$ cat src/rtl/nmt_node_regs.svh
// timing counts, identifiers and code points for the node-state services
// included by the node top only; definitions only
`ifndef NMT_NODE_REGS_SVH
`define NMT_NODE_REGS_SVH

`define CLK_PERIOD_NS        10
`define INIT_TIME_NS         1000
`define INIT_CYCLES          ((`INIT_TIME_NS + `CLK_PERIOD_NS - 1) / `CLK_PERIOD_NS)
`define RST_STEP_TIME_NS     100
`define RST_STEP_CYCLES      ((`RST_STEP_TIME_NS + `CLK_PERIOD_NS - 1) / `CLK_PERIOD_NS)

`define FC_NMT               4'h0
`define FC_SYNC              4'h1
`define FC_TIME              4'h2
`define FC_EMCY              4'h1
`define FC_TPDO1             4'h3
`define FC_RPDO1             4'h4
`define FC_SDO_TX            4'hB
`define FC_SDO_RX            4'hC
`define FC_HEARTBEAT         4'hE
`define ID_NMT               11'h000
`define ID_SYNC              11'h080
`define ID_TIME              11'h100

`define CS_START             8'h01
`define CS_STOP              8'h02
`define CS_PREOP             8'h80
`define CS_RESET_APP         8'h81
`define CS_RESET_COMM        8'h82

`define ERR_REG_NONE         8'h00
`define ERR_REG_GENERIC      8'h01
`define ERR_REG_INTERNAL     8'h80
`define EMCY_CODE_CLEAR      16'h0000

`define HB_STATE_BOOT        8'h00
`define HB_STATE_STOPPED     8'h04
`define HB_STATE_OPER        8'h05
`define HB_STATE_PREOP       8'h7F

`endif

$ cat src/rtl/nmt_node_pkg.sv
// types shared by the node-state logic and its bench
// no assumptions on surroundings
package nmt_node_pkg;

  typedef enum logic [2:0]
  {
    ST_INIT      = 3'b000,
    ST_RESET_APP = 3'b001,
    ST_RESET_COM = 3'b010,
    ST_PREOP     = 3'b011,
    ST_OPER      = 3'b100,
    ST_STOPPED   = 3'b101
  } node_state_t;

  typedef struct packed
  {
    logic [10:0] id;
    logic [3:0]  len;
    logic [63:0] data;
  } can_frame_t;

endpackage

$ cat src/rtl/nmt_node.sv
// node-state machine, service gating, heartbeat, boot-up, sync and emergency framing
// assumes a CAN controller that delivers received frames as one-cycle strobes and
// accepts transmit frames over a valid/ready handshake on the same clock
//
// Contract
// - power-up enters init, then pre-operational automatically
// - command frame id 0; byte1 address, 0 broadcast
// - 01 to operational, 02 to stopped
// - 80 pre-operational, 81 app reset, 82 comm reset
// - no acknowledgement frame for state commands
// - init, then app reset, then comm reset
// - pdo only operational; commands outside init
// - sdo sync time emcy only preop/operational
// - heartbeat sent every configured producer period
// - missing consumer heartbeat within timeout flags fault
// - one boot-up frame on entering pre-operational; sent here only after comm reset, not on command 80
// - synchronous mode defers commands to next sync
// - fault sends emergency; clear sends code 0
// - emergency id 80h+node, code, errreg, maker bytes
// - error register 0 none, 1 generic, 80 internal
// - identifiers 11 bits, function code plus address
// - broadcast ids fixed: 0, 80h, 100h
// - emcy 81h, tpdo 181h.., rpdo 201h.. bases
// - sdo 581h/601h, heartbeat and boot-up 701h
`timescale 1ns/1ps
`default_nettype none
`include "nmt_node_regs.svh"

module nmt_node
  import nmt_node_pkg::*;
#(
  parameter int HB_W = 16
)
(
  input  wire logic             clock,
  input  wire logic             reset_n,
  input  wire logic [6:0]       node_addr,
  input  wire logic             rx_valid,
  input  wire can_frame_t       rx_frame,
  output logic                  tx_valid,
  input  wire logic             tx_ready,
  output can_frame_t            tx_frame,
  input  wire logic [HB_W-1:0]  hb_period,
  input  wire logic [HB_W-1:0]  hb_timeout,
  input  wire logic [6:0]       hb_producer_addr,
  output logic                  hb_fault,
  input  wire logic             sync_mode,
  output logic                  sync_pulse,
  output logic                  time_pulse,
  output logic                  pdo_enable,
  output logic                  sdo_enable,
  input  wire logic             fault_active,
  input  wire logic [15:0]      fault_code,
  input  wire logic             fault_internal,
  input  wire logic [39:0]      fault_maker,
  output logic [7:0]            error_reg,
  output logic                  error_state,
  output node_state_t           node_state,
  output logic                  app_reset_pulse
);

  logic        rst_s1_q;
  logic        rst_n_q;
  node_state_t state_q;
  logic [15:0] step_cnt_q;
  logic        boot_pend_q;
  logic        cmd_pend_q;
  logic [7:0]  cmd_cs_q;
  logic [HB_W-1:0] hb_cnt_q;
  logic        hb_pend_q;
  logic [HB_W-1:0] cons_cnt_q;
  logic        hb_seen_q;
  logic        fault_s1_q;
  logic        fault_q;
  logic        emcy_pend_q;
  logic        emcy_clear_q;
  logic        hb_fault_q;
  logic        err_q;
  logic [7:0]  err_reg_q;
  logic [15:0] emcy_code_q;

  always_ff @(posedge clock or negedge reset_n)
  begin
    if (!reset_n)
      {rst_s1_q, rst_n_q} <= 2'b00;
    else
      {rst_s1_q, rst_n_q} <= {1'b1, rst_s1_q};
  end

  // fault arrives from outside this clock domain
  always_ff @(posedge clock or negedge rst_n_q)
  begin
    if (!rst_n_q)
      {fault_s1_q, fault_q} <= 2'b00;
    else
      {fault_s1_q, fault_q} <= {fault_active, fault_s1_q};
  end

  // id = function code shifted over the address
  function automatic logic [10:0] make_id(input logic [3:0] fc, input logic [6:0] addr);
    make_id = {fc, addr};
  endfunction

  logic cmd_hit;
  logic sync_hit;
  logic time_hit;
  logic hb_hit;
  logic running;
  logic comm_ok;
  logic cmd_fire;

  assign running  = (state_q == ST_PREOP) || (state_q == ST_OPER) || (state_q == ST_STOPPED);
  assign comm_ok  = (state_q == ST_PREOP) || (state_q == ST_OPER);
  assign cmd_hit  = rx_valid && running && rx_frame.id == `ID_NMT
                    && (rx_frame.data[15:8] == 8'h00 || rx_frame.data[14:8] == node_addr)
                    && rx_frame.data[15] == 1'b0;
  assign sync_hit = rx_valid && comm_ok && rx_frame.id == `ID_SYNC;
  assign time_hit = rx_valid && comm_ok && rx_frame.id == `ID_TIME;
  assign hb_hit   = rx_valid && rx_frame.id == make_id(`FC_HEARTBEAT, hb_producer_addr);
  // deferred command fires on sync; reset commands wait for the sync as well
  assign cmd_fire = cmd_pend_q && (!sync_mode || sync_hit);

  // latch latest command; in sync mode it waits for the next sync frame
  always_ff @(posedge clock or negedge rst_n_q)
  begin
    if (!rst_n_q)
    begin
      cmd_pend_q <= 1'b0;
      cmd_cs_q   <= 8'h00;
    end
    else if (cmd_hit)
    begin
      cmd_pend_q <= 1'b1;
      cmd_cs_q   <= rx_frame.data[7:0];
    end
    else if (cmd_fire || !running)
      cmd_pend_q <= 1'b0;
  end

  // state machine; commands are obeyed silently, nothing is sent back
  always_ff @(posedge clock or negedge rst_n_q)
  begin
    if (!rst_n_q)
    begin
      state_q    <= ST_INIT;
      step_cnt_q <= 16'h0000;
    end
    else
    begin
      case (state_q)
        ST_INIT, ST_RESET_APP, ST_RESET_COM:
        begin
          if (step_cnt_q >= 16'((state_q == ST_INIT) ? `INIT_CYCLES : `RST_STEP_CYCLES) - 16'h0001)
          begin
            step_cnt_q <= 16'h0000;
            case (state_q)
              ST_INIT:      state_q <= ST_RESET_APP;
              ST_RESET_APP: state_q <= ST_RESET_COM;
              default:      state_q <= ST_PREOP;
            endcase
          end
          else
            step_cnt_q <= step_cnt_q + 16'h0001;
        end
        ST_PREOP, ST_OPER, ST_STOPPED:
        begin
          if (cmd_fire)
          begin
            case (cmd_cs_q)
              `CS_START:      state_q <= ST_OPER;
              `CS_STOP:       state_q <= ST_STOPPED;
              `CS_PREOP:      state_q <= ST_PREOP;
              `CS_RESET_APP:  state_q <= ST_RESET_APP;
              `CS_RESET_COMM: state_q <= ST_RESET_COM;
              default:        state_q <= state_q;
            endcase
          end
        end
        default: state_q <= ST_INIT;
      endcase
    end
  end

  // boot-up owed once per arrival in pre-operational from a reset step
  always_ff @(posedge clock or negedge rst_n_q)
  begin
    if (!rst_n_q)
      boot_pend_q <= 1'b0;
    else if (state_q == ST_RESET_COM && step_cnt_q >= 16'(`RST_STEP_CYCLES) - 16'h0001)
      boot_pend_q <= 1'b1;
    else if (tx_valid && tx_ready && tx_frame.id == make_id(`FC_HEARTBEAT, node_addr)
             && tx_frame.data[7:0] == `HB_STATE_BOOT)
      boot_pend_q <= 1'b0;
  end

  // heartbeat producer; period 0 disables production
  always_ff @(posedge clock or negedge rst_n_q)
  begin
    if (!rst_n_q)
    begin
      hb_cnt_q  <= '0;
      hb_pend_q <= 1'b0;
    end
    else if (!running || hb_period == '0)
    begin
      hb_cnt_q  <= '0;
      hb_pend_q <= 1'b0;
    end
    else
    begin
      if (hb_cnt_q >= hb_period - 1'b1)
        hb_cnt_q <= '0;
      else
        hb_cnt_q <= hb_cnt_q + 1'b1;
      // a tick on the cycle the pending beat goes out is kept, not lost
      if (hb_cnt_q >= hb_period - 1'b1)
        hb_pend_q <= 1'b1;
      else if (tx_valid && tx_ready && tx_frame.id == make_id(`FC_HEARTBEAT, node_addr) && !boot_pend_q)
        hb_pend_q <= 1'b0;
    end
  end

  // heartbeat consumer; timeout 0 disables monitoring
  always_ff @(posedge clock or negedge rst_n_q)
  begin
    if (!rst_n_q)
    begin
      cons_cnt_q <= '0;
      hb_seen_q  <= 1'b0;
      hb_fault_q <= 1'b0;
    end
    else if (hb_timeout == '0)
    begin
      cons_cnt_q <= '0;
      hb_seen_q  <= 1'b0;
      hb_fault_q <= 1'b0;
    end
    else if (hb_hit)
    begin
      cons_cnt_q <= '0;
      hb_seen_q  <= 1'b1;
      hb_fault_q <= 1'b0;
    end
    else if (hb_seen_q)
    begin
      if (cons_cnt_q >= hb_timeout - 1'b1)
        hb_fault_q <= 1'b1;
      else
        cons_cnt_q <= cons_cnt_q + 1'b1;
    end
  end

  // emergency: one frame on fault entry, one code-0 frame on fault clearing
  always_ff @(posedge clock or negedge rst_n_q)
  begin
    if (!rst_n_q)
    begin
      err_q        <= 1'b0;
      err_reg_q    <= `ERR_REG_NONE;
      emcy_code_q  <= `EMCY_CODE_CLEAR;
      emcy_pend_q  <= 1'b0;
      emcy_clear_q <= 1'b0;
    end
    else
    begin
      if (fault_q && !err_q)
      begin
        err_q       <= 1'b1;
        err_reg_q   <= fault_internal ? `ERR_REG_INTERNAL : `ERR_REG_GENERIC;
        emcy_code_q <= fault_code;
        emcy_pend_q <= 1'b1;
        emcy_clear_q <= 1'b0;
      end
      else if (!fault_q && err_q)
      begin
        err_q        <= 1'b0;
        err_reg_q    <= `ERR_REG_NONE;
        emcy_code_q  <= `EMCY_CODE_CLEAR;
        emcy_pend_q  <= 1'b1;
        emcy_clear_q <= 1'b1;
      end
      else if (tx_valid && tx_ready && tx_frame.id == make_id(`FC_EMCY, node_addr))
        emcy_pend_q <= 1'b0;
      else if (!comm_ok)
        emcy_pend_q <= 1'b0;
    end
  end

  // transmit arbitration: boot-up, then emergency, then heartbeat
  logic [7:0] hb_state_code;
  always_comb
  begin
    case (state_q)
      ST_OPER:    hb_state_code = `HB_STATE_OPER;
      ST_STOPPED: hb_state_code = `HB_STATE_STOPPED;
      ST_PREOP:   hb_state_code = `HB_STATE_PREOP;
      default:    hb_state_code = `HB_STATE_BOOT;
    endcase
  end

  can_frame_t tx_frame_d;
  logic       tx_valid_d;
  always_comb
  begin
    tx_valid_d = 1'b0;
    tx_frame_d = '0;
    if (boot_pend_q && state_q == ST_PREOP)
    begin
      tx_valid_d         = 1'b1;
      tx_frame_d.id      = make_id(`FC_HEARTBEAT, node_addr);
      tx_frame_d.len     = 4'h1;
      tx_frame_d.data[7:0] = `HB_STATE_BOOT;
    end
    else if (emcy_pend_q && comm_ok)
    begin
      tx_valid_d         = 1'b1;
      tx_frame_d.id      = make_id(`FC_EMCY, node_addr);
      tx_frame_d.len     = 4'h8;
      tx_frame_d.data    = {fault_maker, err_reg_q, emcy_code_q[15:8], emcy_code_q[7:0]};
    end
    else if (hb_pend_q)
    begin
      tx_valid_d         = 1'b1;
      tx_frame_d.id      = make_id(`FC_HEARTBEAT, node_addr);
      tx_frame_d.len     = 4'h1;
      tx_frame_d.data[7:0] = hb_state_code;
    end
  end

  // frame settles in flops first; valid waits a cycle for it and drops while the flops are stale
  can_frame_t tx_frame_q;
  always_ff @(posedge clock or negedge rst_n_q)
  begin
    if (!rst_n_q)
      tx_frame_q <= '0;
    else
      tx_frame_q <= tx_frame_d;
  end
  assign tx_valid = tx_valid_d && (tx_frame_d == tx_frame_q);
  assign tx_frame = tx_frame_q;
  logic sync_q;
  logic time_q;
  always_ff @(posedge clock or negedge rst_n_q)
  begin
    if (!rst_n_q)
      {sync_q, time_q} <= 2'b00;
    else
      {sync_q, time_q} <= {sync_hit, time_hit};
  end

  assign sync_pulse      = sync_q;
  assign time_pulse      = time_q;
  assign pdo_enable      = (state_q == ST_OPER);
  assign sdo_enable      = comm_ok;
  assign hb_fault        = hb_fault_q;
  assign error_reg       = err_reg_q;
  assign error_state     = err_q;
  assign node_state      = state_q;
  assign app_reset_pulse = (state_q == ST_RESET_APP) && (step_cnt_q == 16'h0000);

endmodule

`default_nettype wire

$ cat config.mk
export PLATFORM = sky130hd
export DESIGN_NAME = nmt_node
export DESIGN_NICKNAME = d
export VERILOG_FILES = /design/src/rtl/nmt_node_pkg.sv /design/src/rtl/nmt_node.sv
export VERILOG_INCLUDE_DIRS = /design/src /design/src/rtl
export SDC_FILE = /design/constraint.sdc
export NUM_CORES = 1
export LEC_CHECK = 0
export ABC_AREA = 1
export BUFFER_PORTS_ARGS = -buffer_cell sky130_fd_sc_hd__buf_4
export CORE_ASPECT_RATIO = 0.7
export CORE_MARGIN = 2
export CORE_UTILIZATION = 55
export DETAILED_ROUTE_END_ITERATION = 6
export PLACE_DENSITY = 0.85
export SKIP_CTS_REPAIR_TIMING = 1
export SLEW_MARGIN = 30
export SYNTH_ARGS = -nofsm -noshare
export SYNTH_HDL_FRONTEND = slang
export SYNTH_SLANG_ARGS = --single-unit
$ cat constraint.sdc
create_clock -name clock -period 12.12 [get_ports clock]
set_clock_uncertainty 0.15 [all_clocks]
set_input_delay 0 -clock clock [delete_from_list [all_inputs] [get_ports clock]]
set_output_delay 0 -clock clock [all_outputs]
set_load 0.05 [all_outputs]
Yosys cells after proc, flatten, opt, wreduce, memory -nomap -nowiden
Index checks and enable logic that the tools add are counted.

Register bits after elaboration: 175. Input port bits: 188. Output and inout port bits: 98. Word-level logic and storage cells: 156.

Add/sub/neg operators: 6. Order comparisons: 4. Equal/unequal tests: 22. Mux-type cells: 49. Bitwise gates (word level): 1. Reductions and logical operators: 51.

Operator list (count): $mux 16 (9); $mux 56 (2); $eq 79x79->1 (1); $add 16x1->16 const B (3); $ge 16x16->1 (3); $logic_not 16->1 (3); $mux 8 (6); $mux 15 (3); $sub 16x1->16 const B (2); $eq 8x8->1 const B (3); $eq 11x11->1 (2); $mux 1 (22); $logic_and 1x1->1 (21); $pmux 7 s3 (1); $ge 16x4->1 const B (1); $logic_not 8->1 (2); $pmux 3 s5 (1); $eq 11x8->1 (1); $eq 11x8->1 const B (1); $eq 11x9->1 const B (1); $logic_not 11->1 (1); $reduce_bool 3->1 (3); $eq 8x1->1 const B (1); $eq 8x2->1 const B (1); other kinds (21) (39).

Longest topological paths before layout
Gate-level depths: netlist (run 1).

Word-level depth: 13. Gate-level depth with buffers: 25. Depth with buffers taken out: 25.

Worst setup path before layout (run 1)
OpenSTA, ideal clock, no wires.

Path kind: register to register. Start: register state_q[1] (netlist: node_state[1]). End: register hb_pend_q. Library setup time: 0.123 ns. Arrival time: 3.106 ns. Data required time: 11.847 ns. Path slack: 8.741 ns. Cell stages (with the launch flop): 17. Buffers on the path: 1. Clock period less this slack: 3.379 ns. Path through: dfrtp_1 -> nand3_1 -> nand2_2 -> nand2_2 -> nand2_2 -> buf_4 -> o21ai_0 -> nor2_1 -> nand2_1 -> nor2_1 -> nand2_1 -> nor2_1 -> nand3_1 -> nor2_1 -> nand4_1 -> nand2_1 -> a21oi_1.

Cells in the longest elaborated chain, start to end: 11. Elaborated cells between the ends (all ways): 26. Those cells by class: eq/ne: 4; mux: 11; reduce/logical: 11.

Ends and longest elaborated chain: start: declaration (RTL line nmt_node.sv:64) `node_state_t state_q;`; start signal: assignment (RTL line nmt_node.sv:175) `default: state_q <= state_q;`; $eq 3x2->1 or $eq 3x3->1 (tied branches) (RTL line nmt_node.sv:113) `assign comm_ok = (state_q == ST_PREOP) || (state_q == ST_OPER);`; $logic_or 1x1->1 (*) (RTL line nmt_node.sv:113); via sdo_enable (RTL line nmt_node.sv:51) `output logic sdo_enable,`; $logic_and 1x1->1 (*) (RTL line nmt_node.sv:314) `else if (emcy_pend_q && comm_ok)`; $mux 8 (tied with other cells) (RTL line nmt_node.sv:314); $mux 8 (tied with other cells) (RTL line nmt_node.sv:307) `if (boot_pend_q && state_q == ST_PREOP)`; $eq 79x79->1 (RTL line nmt_node.sv:339) `assign tx_valid = tx_valid_d && (tx_frame_d == tx_frame_q);`; $logic_and 1x1->1 (*) (RTL line nmt_node.sv:339); via tx_valid (RTL line nmt_node.sv:40) `output logic tx_valid,`; $logic_and 1x1->1 (*) (3 in a row) (RTL line nmt_node.sv:218) `` else if (tx_valid && tx_ready && tx_frame.id == make_id(`FC_HEARTBEAT, node_addr) && !boot_pend_q) ``; $reduce_bool 3->1 (no line) (*); end signal: assignment (RTL line nmt_node.sv:207) `hb_pend_q <= 1'b0;`; end signal: assignment (RTL line nmt_node.sv:217) `hb_pend_q <= 1'b1;`; end signal: assignment (RTL line nmt_node.sv:219) `hb_pend_q <= 1'b0;`; end: declaration (RTL line nmt_node.sv:70) `logic hb_pend_q;`.

The timed path passes the listed nets; every way through them passes the cells marked *. A chain may end at the register's enable or synchronous reset.

Final worst setup path (run 1)
Start: register state_q[0] (netlist: node_state[0]). End: output port tx_valid.

Cells in the longest elaborated chain, start to end: 7. Elaborated cells between the ends (all ways): 18. Those cells by class: eq/ne: 4; mux: 10; reduce/logical: 4.

Ends and longest elaborated chain (RTL line): $eq 3x2->1 (tied with other cells) (nmt_node.sv:113, nmt_node.sv:293, nmt_node.sv:307); $pmux 7 s3 or $logic_or 1x1->1 (tied branches) (nmt_node.sv:293, nmt_node.sv:113); $mux 8 or $logic_and 1x1->1 (tied branches) (nmt_node.sv:321, nmt_node.sv:314); $mux 8 (tied with other cells) (nmt_node.sv:314); $mux 8 (tied with other cells) (nmt_node.sv:307); $eq 79x79->1 (nmt_node.sv:339); $logic_and 1x1->1 (*) (nmt_node.sv:339); end: declaration (nmt_node.sv:40).

Every way passes the cells marked *; elsewhere a longest branch is shown, timed or not.

==> summary.md, run 1 <==
| Metric | Value |
|---|---|
| Drt first pass iters | 6 |
| Most frequent cell on the critical path | nand2_1 |
| CTS tree | built |
| Post-route DRC | 0 |
| RSZ-0062 raised after global routing | no |
| Crit start category | register |
| VDD IR-drop max | about 0.11 mV |
| Crit path largest cell delay | around 530 ps |
| Critical-path top delay cell | nand2_2 |
| Gr ovfl total | 0 |
| Die Y | about 120 um |
| Final min period | just under 4000 ps |
| Crit-path max FO | 59 |
| CP Cell Sequence | nand2_1, nor2_1, nand2_1, nand2_2, buf_4, nand2_2, o21ai_0, nand2_1, inv_1, nand2_1, nor2_1, nand2_1, nor2_1, nand2_1, nor2_1, buf_4 |
| Worst endpoint required time | between 10000 and 15000 ps |
| Seq cells post-synth | approximately 160 |
| Syn Area/Cell | 7.43 sq um |
| ANT nets after route | 0 |
| Area Overhead vs Synth | 32.0% |
| Final period utilization | between 30% and 40% |
| Clk Latency, worst-skew pair | ~430 ps |
| R2R Setup Slk | ~8400 ps |
| Layout cells sized above 1 | around 17% |
| Core Region | ~17000 sq um |
| Final-layout fill cell count | approximately 1300 |
| Sequential share of the synthesized area | 39.9% |
| CP delay by family, top | simple AND/OR/NAND/NOR gates |
| # H-tree levels | 4 |
| Final Setup Violations | 0 |
| Diode count | 0 |
| Leak Pwr | 7.01 nW |
| Nets | 1857 |
| WHS | -62.8 ps |
| Detail Placement HPWL | about 21 mm |
| Antenna violations before repair | 0 |
| Hold Path Class | input pin to register |
| Max clock buf depth | 2 |
| Fin. Hold Viols | 1 |
| Inst Count DP | between 1500 and 2000 |
| GP Congestion | between 0.9 and 1 |
| Total Wirelength | slightly below 30 mm |
| Max reg flops | 67 |
| Initial Util | between 50% and 60% |
| Root buffer cell | clkbuf_16 |
| Max-slew violations | 0 |
| Vias in the first global route | about 8900 |
| Slew @ Worst Pin | 897 ps |
| Fin cells | 1864 |
| Total GRT Usage | between 20 and 30% |
| # rows | 40 |
| Vias/cell | roughly 5.2 |
| Io pins | between 200 and 300 |
| Largest net degree at the start of global routing | between 70 and 80 |
| Crit Path Class | register to primary output |
| Max_slew headroom | about two fifths |
| WL per Instance | around 16 um |
| Worst-path clk slew | ~60 ps |
| Clock sinks | roughly 160 |
| Cell variety after synth | 45 |
| Die extent in x | between 150 and 200 um |
| FMAX | about 250 MHz |
| Status | finished, violations left |
| CP endpoint kind | primary output |
| First-pass GRT wire length | between 40 and 50 mm |
| Critical path buffer and inverter count | 3 |
| TritonCTS Buffers | 17 |
| Setup TNS | 0 ps |
| Mapped Area | between 9000 and 10000 sq um |
| Failing checks | negative hold slack |
| DR vias | 9762 |
| PwrDens | between 100 and 150 nW/um^2 |
| CP Data Arrival Time | 3820 ps |
| YS warnings | 0 |
| Die Footprint | around 19000 sq um |
| Detailed Route Iter0 Violations | between 900 and 1000 |
| Post-Syn Instances | about 1300 |
| Max_cap viols | 0 |
| Buffers on Ports | approximately 220 |
-- metrics by stage --
step                      setup WS, ps  utilization, %  area (sq um)  total power [W]  hold WS [ps]
final                             8150            74.9         13000          0.00147         -62.8
after global routing              7760            74.9         13000          0.00154          16.4
after global placement            8330            66.7         11600         0.000914          -366
after CTS                         8300            70.0         12200          0.00145          -821
after floorplan                   7270               -          9900         0.000819          -446
after detailed placement          8280            66.7         11600         0.000925          -364
-- tightest hold or removal path, stage by stage --
cell     delay [ps]
buf_4            90
nand4_1          80
nor2_1          140
nor3_1           60
nand2_1          50
nand2_1          40
-- cell type report --
type | instances | area, sq um | area share [%]
Clock buffer | 18 | 429 | 3.30
Multi-Input combinational cell | 886 | 4750 | 36.5
Clock inverter | 13 | 133 | 1.02
Inverter | 252 | 946 | 7.27
Sequential cell | 157 | 3940 | 30.3
Timing Repair Buffer | 307 | 2520 | 19.4
Tap cell | 231 | 289 | 2.22
-- Yosys cell counts, drive strengths merged --
cell type / instances / area share [%]
nor3b: 3 / 0.28
clkbuf: 11 / 0.42
dfrtp: 157 / 40
a21oi: 35 / 1.8
inv: 252 / 9.6
a21boi: 1 / 0.076
and3: 5 / 0.32
xor2: 32 / 2.8
o32ai: 1 / 0.089
ha: 48 / 6.1
o211ai: 2 / 0.15
a211oi: 1 / 0.076
nor4b: 1 / 0.089
o2111ai: 3 / 0.27
o22ai: 8 / 0.51
nand3b: 5 / 0.38
o21ai: 53 / 2.8
nor4: 11 / 0.70
nor3: 25 / 1.3
o31ai: 1 / 0.076
o21bai: 4 / 0.30
a21o: 1 / 0.076
or2: 2 / 0.13
or4: 1 / 0.076
o21a: 1 / 0.076
o31a: 1 / 0.089
nor2: 145 / 5.6
conb: 2 / 0.076
xnor2: 31 / 2.8
nand3: 102 / 5.2
mux2: 8 / 0.91
buf: 33 / 2.4
nand2: 280 / 11
nand4: 60 / 3.8
-- kinds of logic (layout without fill, tap and decap cells) --
family                     Yosys count  count (layout)  share of synthesized area [%]
xor gates and xnor gates            63              63                           5.60
muxes                                8               8                          0.914
buffers and inverters              296             590                           12.4
adders and majority gates           48              48                           6.09
and+or+nand+nor                    640             640                           28.7
DFF                                157             157                           39.9
AOI/OAI and AO/OA                  112             112                           6.34
other                                2              15                         0.0762
-- report_power, final --
group	leakage, nW	total (W)	switching [W]	internal [W]
sequential	2.06	0.000638	0.0000690	0.000569
clock	0.279	0.000525	0.000237	0.000287
combinational	4.67	0.000307	0.000188	0.000120
-- routing by layer --
metal  routed length (um)  track usage (%)  vias up  part of all wire, %
li1                     -                -     4782                    -
met1                13200             41.7     4528                   45
met2                13400             45.4      419                   46
met3                 2170             5.83       33                  7.5
met4                  409             7.72        0                  1.4
met5                    0                0        -                    0
-- cells in the final DEF, fill, tap and decap left out, types with 2 or more instances in the layout --
cell type,netlist,layout
nand2_1,272,272
inv_1,250,250
buf_4,21,220
dfrtp_1,157,155
nor2_1,143,143
nand3_1,101,101
dlygate4sd3_1,0,85
nand4_1,60,60
o21ai_0,48,48
ha_1,48,48
a21oi_1,35,35
xor2_1,32,32
xnor2_1,31,31
nor3_1,25,25
clkbuf_16,0,17
conb_1,2,15
nor4_1,11,11
nand2_2,8,8
o22ai_1,8,8
mux2_2,8,8
and3_1,5,5
nand3b_1,5,5
o21bai_1,4,4
clkinv_4,0,4
inv_6,0,4
o21ai_1,3,3
o2111ai_1,3,3
nor3b_1,2,2
inv_2,2,2
nor2_2,2,2
o21ai_2,2,2
o211ai_1,2,2
clkinv_2,0,2
inv_8,0,2
dfrtp_4,0,2
buf_6,3,2
-- worst paths after layout --
| kind | startpoint | to | depth (start not counted) |
|---|---|---|---|
| max reg2reg | node_state[0] | emcy_pend_q | 19 |
| max | node_state[0] | tx_valid | 16 |
| min | rx_frame[78] | cons_cnt_q[9] | 6 |
| max in group asynchronous | rst_n_q | emcy_pend_q | 2 |
| min reg2reg | rst_n_q | hb_cnt_q[10] | 0 |
| min in group asynchronous | rst_n_q | hb_cnt_q[10] | 0 |
Power figures use the tool's default switching activity.
==> run 2: changes to the inputs <==
CORE_UTILIZATION = 53   (was 55)
PLACE_DENSITY = 0.82   (was 0.85)
clock period = 3.7 ns   (was 12.12 ns; I/O delays follow)
==> summary.md, run 2 (synthesis results as in run 1) <==
| Metric | Value |
|---|---|
| Status | completed |
| ANT nets after route | 0 |
| Min-Delay Startpoint | hb_period[15] |
| Initial Util | between 50% and 60% |
| Crit path largest cell delay | around 470 ps |
| Area Overhead vs Synth | 34.1% |
| VDD IR-drop max | approximately 0.32 mV |
| Max clock buf depth | 2 |
| Final min period | around 3500 ps |
| Setup TNS | 0 ps |
| GP Congestion | between 0.9 and 1 |
| R2r startpoint | node_state[1] |
| Detail Placement HPWL | 21.8 mm |
| Max reg flops | 67 |
| Crit-path max FO | 8 |
| Drt first pass iters | 6 |
| TritonCTS Buffers | 17 |
| Buffers on Ports | 219 |
| Worst-path clk slew | approximately 70 ps |
| Post-route DRC | 0 |
| Total Wirelength | approximately 30 mm |
| Vias/cell | about 5.2 |
| Slew @ Worst Pin | between 800 and 900 ps |
| Final period utilization | between 90% and 100% |
| Max_slew headroom | 45.5% |
| Most frequent cells in the layout | nand2_1, inv_1, buf_4 |
| Largest net degree at the start of global routing | 51 |
| Root buffer cell | clkbuf_16 |
| Commonest non-fill, non-tap cell in the layout | nand2_1 |
| RSZ-0062 raised after global routing | no |
| # rows | between 40 and 50 |
| Die Y | 118 um |
| DR vias | 9905 |
| CTS tree | built |
| Die Footprint | 19700 sq um |
| Gr ovfl total | 0 |
| Critical-path top delay cell | dfrtp_1 |
| Clock sinks | between 150 and 200 |
| Detailed Route Iter0 Violations | ~790 |
| CP startpoint | node_state[1] |
| Final Setup Violations | 0 |
| Antenna violations before repair | 0 |
| CP endpoint kind | primary output |
| Core Region | ~18000 sq um |
| Crit Path Class | register to primary output |
| Max_cap viols | 0 |
| Worst endpoint required time | 3550 ps |
| Layout cells sized above 1 | about 18% |
| PwrDens | 378 nW/um^2 |
| Crit start category | register |
| # H-tree levels | 4 |
| CP Data Arrival Time | between 3000 and 4000 ps |
| CP Cell Sequence | inv_1, nand3_2, nand2_2, nand2_2, nor2_2, buf_4, nand2_1, nand2_1, inv_1, nor2_1, nand4_1, nor2_1, nand2_1, nor2_1, buf_4 |
| Total Power | roughly 0.005 W |
| Clk Latency, worst-skew pair | around 430 ps |
| Io pins | roughly 290 |
| First-pass GRT wire length | roughly 45 mm |
| Vias in the first global route | around 8800 |
| Hold Path Class | input pin to register |
| Die extent in x | around 170 um |
| FMAX | 290 MHz |
| Nets | approximately 1900 |
| Max-slew violations | 0 |
| WL per Instance | about 16 um |
| Diode count | 0 |
| Leak Pwr | between 7 and 8 nW |
| Fin. Hold Viols | 0 |
| Total GRT Usage | between 20% and 30% |
| Final-layout fill cell count | between 1000 and 1500 |
==> run 2: per-stage QoR <==
step           utilization, %  hold slack, ps  std cells  worst slack [ps]  cell area, sq um
3_3_place_gp             64.7            -367       1768               160             11700
2_1_floorplan               -            -446       1339               321              9900
5_1_grt                  73.0            94.8       1888              4.60             13200
4_1_cts                  68.1            -818       1800               230             12300
3_5_place_dp             64.7            -366       1768             -31.9             11700
6_report                 73.0            55.5       1888               249             13200
==> run 2: power by group <==
part | internal [W] | leakage [nW] | switching, W | total (W)
combinational | 0.000415 | 4.75 | 0.000722 | 0.00114
sequential | 0.00186 | 2.06 | 0.000144 | 0.00201
clock | 0.00109 | 0.292 | 0.000765 | 0.00186
==> run 2: final timing paths <==
kind | to | slack [ps] | cells after the start
worst max-delay path | tx_valid | 250 | 15
worst min-delay path | hb_pend_q | 60 | 7
worst max register to register | hb_pend_q | 570 | 17
worst min register to register | rst_n_q | 210 | 0
max in group asynchronous | step_cnt_q[10] | 2310 | 1
min in group asynchronous | cmd_pend_q | 240 | 0
==> run 2: worst max-delay path, delay by kind of cell, from the launching register on <==
family | cells | cell delay (ps)
AND/OR/NAND/NOR | 11 | 1760
buffers and inverters | 4 | 640
flip-flops | 1 | 470
==> run 2: area by class of cell <==
type                    count  area [sq um]  area share [%]
well taps                 236           295            2.23
multi-input cells         886          4760            36.0
inverters                 252           946            7.16
clock buffers              18           439            3.32
repair buffers            325          2660            20.1
flip-flops and latches    157          3930            29.8
clock inverters            14           180            1.36
==> run 2: metal layers <==
| layer | vias to the layer above | routed length [um] | track usage (%) |
|---|---|---|---|
| met5 | - | 0 | 0 |
| met4 | 0 | 425 | 7.06 |
| met3 | 34 | 2260 | 6.05 |
| met2 | 408 | 13600 | 43.0 |
| met1 | 4652 | 13400 | 41.5 |
| li1 | 4811 | - | - |
==> run 3: changes to the inputs <==
PLACE_DENSITY = 0.9   (was 0.82)
==> summary.md, run 3 (synthesis results as in run 1) <==
| Metric | Value |
|---|---|
| R2r startpoint | node_state[0] |
| GP Congestion | around 0.92 |
| WL per Instance | between 15 and 20 um |
| Max_cap viols | 0 |
| Layout cells sized above 1 | between 15 and 20% |
| Worst Hold End | hb_pend_q |
| Comb pwr share | 21.8% |
| Crit Path Class | register to primary output |
| Slew @ Worst Pin | between 800 and 900 ps |
| Vias/cell | 5.32 |
| Detail Placement HPWL | roughly 22 mm |
| Max_slew headroom | a little under half |
| Leak Pwr | 7.08 nW |
| ANT nets after route | 0 |
| Max clock buf depth | 2 |
| VDD IR-drop max | roughly 0.23 mV |
| Internal power | approximately 0.0034 W |
| Clock sinks | approximately 160 |
| Worst-path clk slew | 70 ps |
| Max reg flops | 67 |
| Detailed Route Iter0 Violations | ~1200 |
| Post-route DRC | 0 |
| Area Overhead vs Synth | 33.6% |
| # H-tree levels | 4 |
| Sequential share of power | roughly two fifths |
| Io pins | between 200 and 300 |
| Status | finished, violations left |
| CP endpoint kind | primary output |
| Sw Ratio | 32.1% |
| Total GRT Usage | about 28% |
| Gr ovfl total | 0 |
| Fin cells | approximately 1900 |
| Worst endpoint required time | around 3600 ps |
| CP startpoint | node_state[0] |
| Worst r2r dst | hb_pend_q |
| Die Footprint | about 20000 sq um |
| Vias in the first global route | 8840 |
| Die Y | around 120 um |
| Core Region | approximately 18000 sq um |
| Crit start category | register |
| Min-Delay Startpoint | hb_period[12] |
| # rows | just over 40 |
| Setup TNS | 0 ps |
| Root buffer cell | clkbuf_16 |
| Failing checks | negative hold slack |
| Diode count | 0 |
| Reg2Reg Depth | 15 |
| R2R Setup Slk | 460 ps |
| Hold Path Class | input pin to register |
| Fin. Hold Viols | 1 |
| Clock Power Share | 37.7% |
| Largest net degree at the start of global routing | 75 |
| Antenna violations before repair | 0 |
| Die extent in x | roughly 170 um |
| Nets | between 1500 and 2000 |
| Most frequent cells in the layout | nand2_1, inv_1, buf_4 |
| Final period utilization | between 90% and 100% |
| Clk Latency, worst-skew pair | roughly 430 ps |
| Crit-path max FO | 21 |
| Drt first pass iters | 6 |
| First-pass GRT wire length | 44.3 mm |
| FMAX | between 200 and 300 MHz |
| CTS tree | built |
| Commonest non-fill, non-tap cell in the layout | nand2_1 |
| DR vias | 10000 |
| Buffers on Ports | roughly 220 |
| Worst hold path stage count | 7 |
| Final min period | 3470 ps |
| Initial Util | 54.4% |
| TritonCTS Buffers | 17 |
| Final Setup Violations | 0 |
| CP Data Arrival Time | 3320 ps |
| PwrDens | between 300 and 400 nW/um^2 |
| Switching pwr | around 0.0016 W |
| Max-slew violations | 0 |
| RSZ-0062 raised after global routing | no |
| Inst Count DP | about 1800 |
| WHS | -1.55 ps |
| Total Wirelength | just over 30 mm |
==> run 3: worst max-delay path, stage by stage (launching register included) <==
cell and delay (ps):
dfrtp_1 520, nand2_1 90, nor2_1 160, nand2_1 90, nand2_2 110, nand2_2 280
buf_4 300, nor2_1 210, xnor2_1 180, nand3_1 130, nor2_1 130, nand3_1 150
nor2_1 270, buf_4 260
==> run 3: metal layers <==
| metal | up-vias | share of wire [%] | global-route usage, % |
|---|---|---|---|
| met5 | - | 0 | 0 |
| met2 | 505 | 46 | 43.2 |
| met4 | 0 | 2.5 | 8.41 |
| met3 | 64 | 8.9 | 6.96 |
| met1 | 4634 | 43 | 39.4 |
| li1 | 4797 | - | - |
==> run 3: worst max path at each step <==
stage,to,slack (ps)
finish,tx_valid,230
detailed placement,cons_cnt_q[11],-140
global route,cons_cnt_q[11],3
global placement,cons_cnt_q[11],60
CTS,tx_valid,310
floorplan,hb_pend_q,320
==> run 3: power groups by stage <==
stage	sequential (W)	combinational, W	clock (W)
floorplan	0.00207	0.000614	0
global placement	0.00206	0.000968	0
detailed placement	0.00207	0.00100	0
CTS	0.00204	0.00101	0.00191
global route	0.00207	0.00122	0.00199
finish	0.00205	0.00110	0.00190
==> run 3: area by class of cell <==
| class | instances | area (sq um) |
|---|---|---|
| clock buffers | 19 | 443 |
| clock inverters | 13 | 185 |
| fillers | 1297 | 4940 |
| inverters | 252 | 946 |
| multi-input cells | 886 | 4760 |
| flip-flops and latches | 157 | 3930 |
| well taps | 236 | 295 |
| repair buffers | 316 | 2600 |
==> run 3: metrics by stage <==
| stage | total power, W | setup WS, ps | utilization, % | instance area (sq um) |
|---|---|---|---|---|
| 2_1_floorplan | 0.00268 | 321 | - | 9900 |
| 3_3_place_gp | 0.00303 | 61.4 | 64.5 | 11700 |
| 3_5_place_dp | 0.00308 | -145 | 64.5 | 11700 |
| 4_1_cts | 0.00497 | 312 | 67.9 | 12300 |
| 5_1_grt | 0.00528 | 2.87 | 72.7 | 13200 |
| 6_report | 0.00505 | 233 | 72.7 | 13200 |
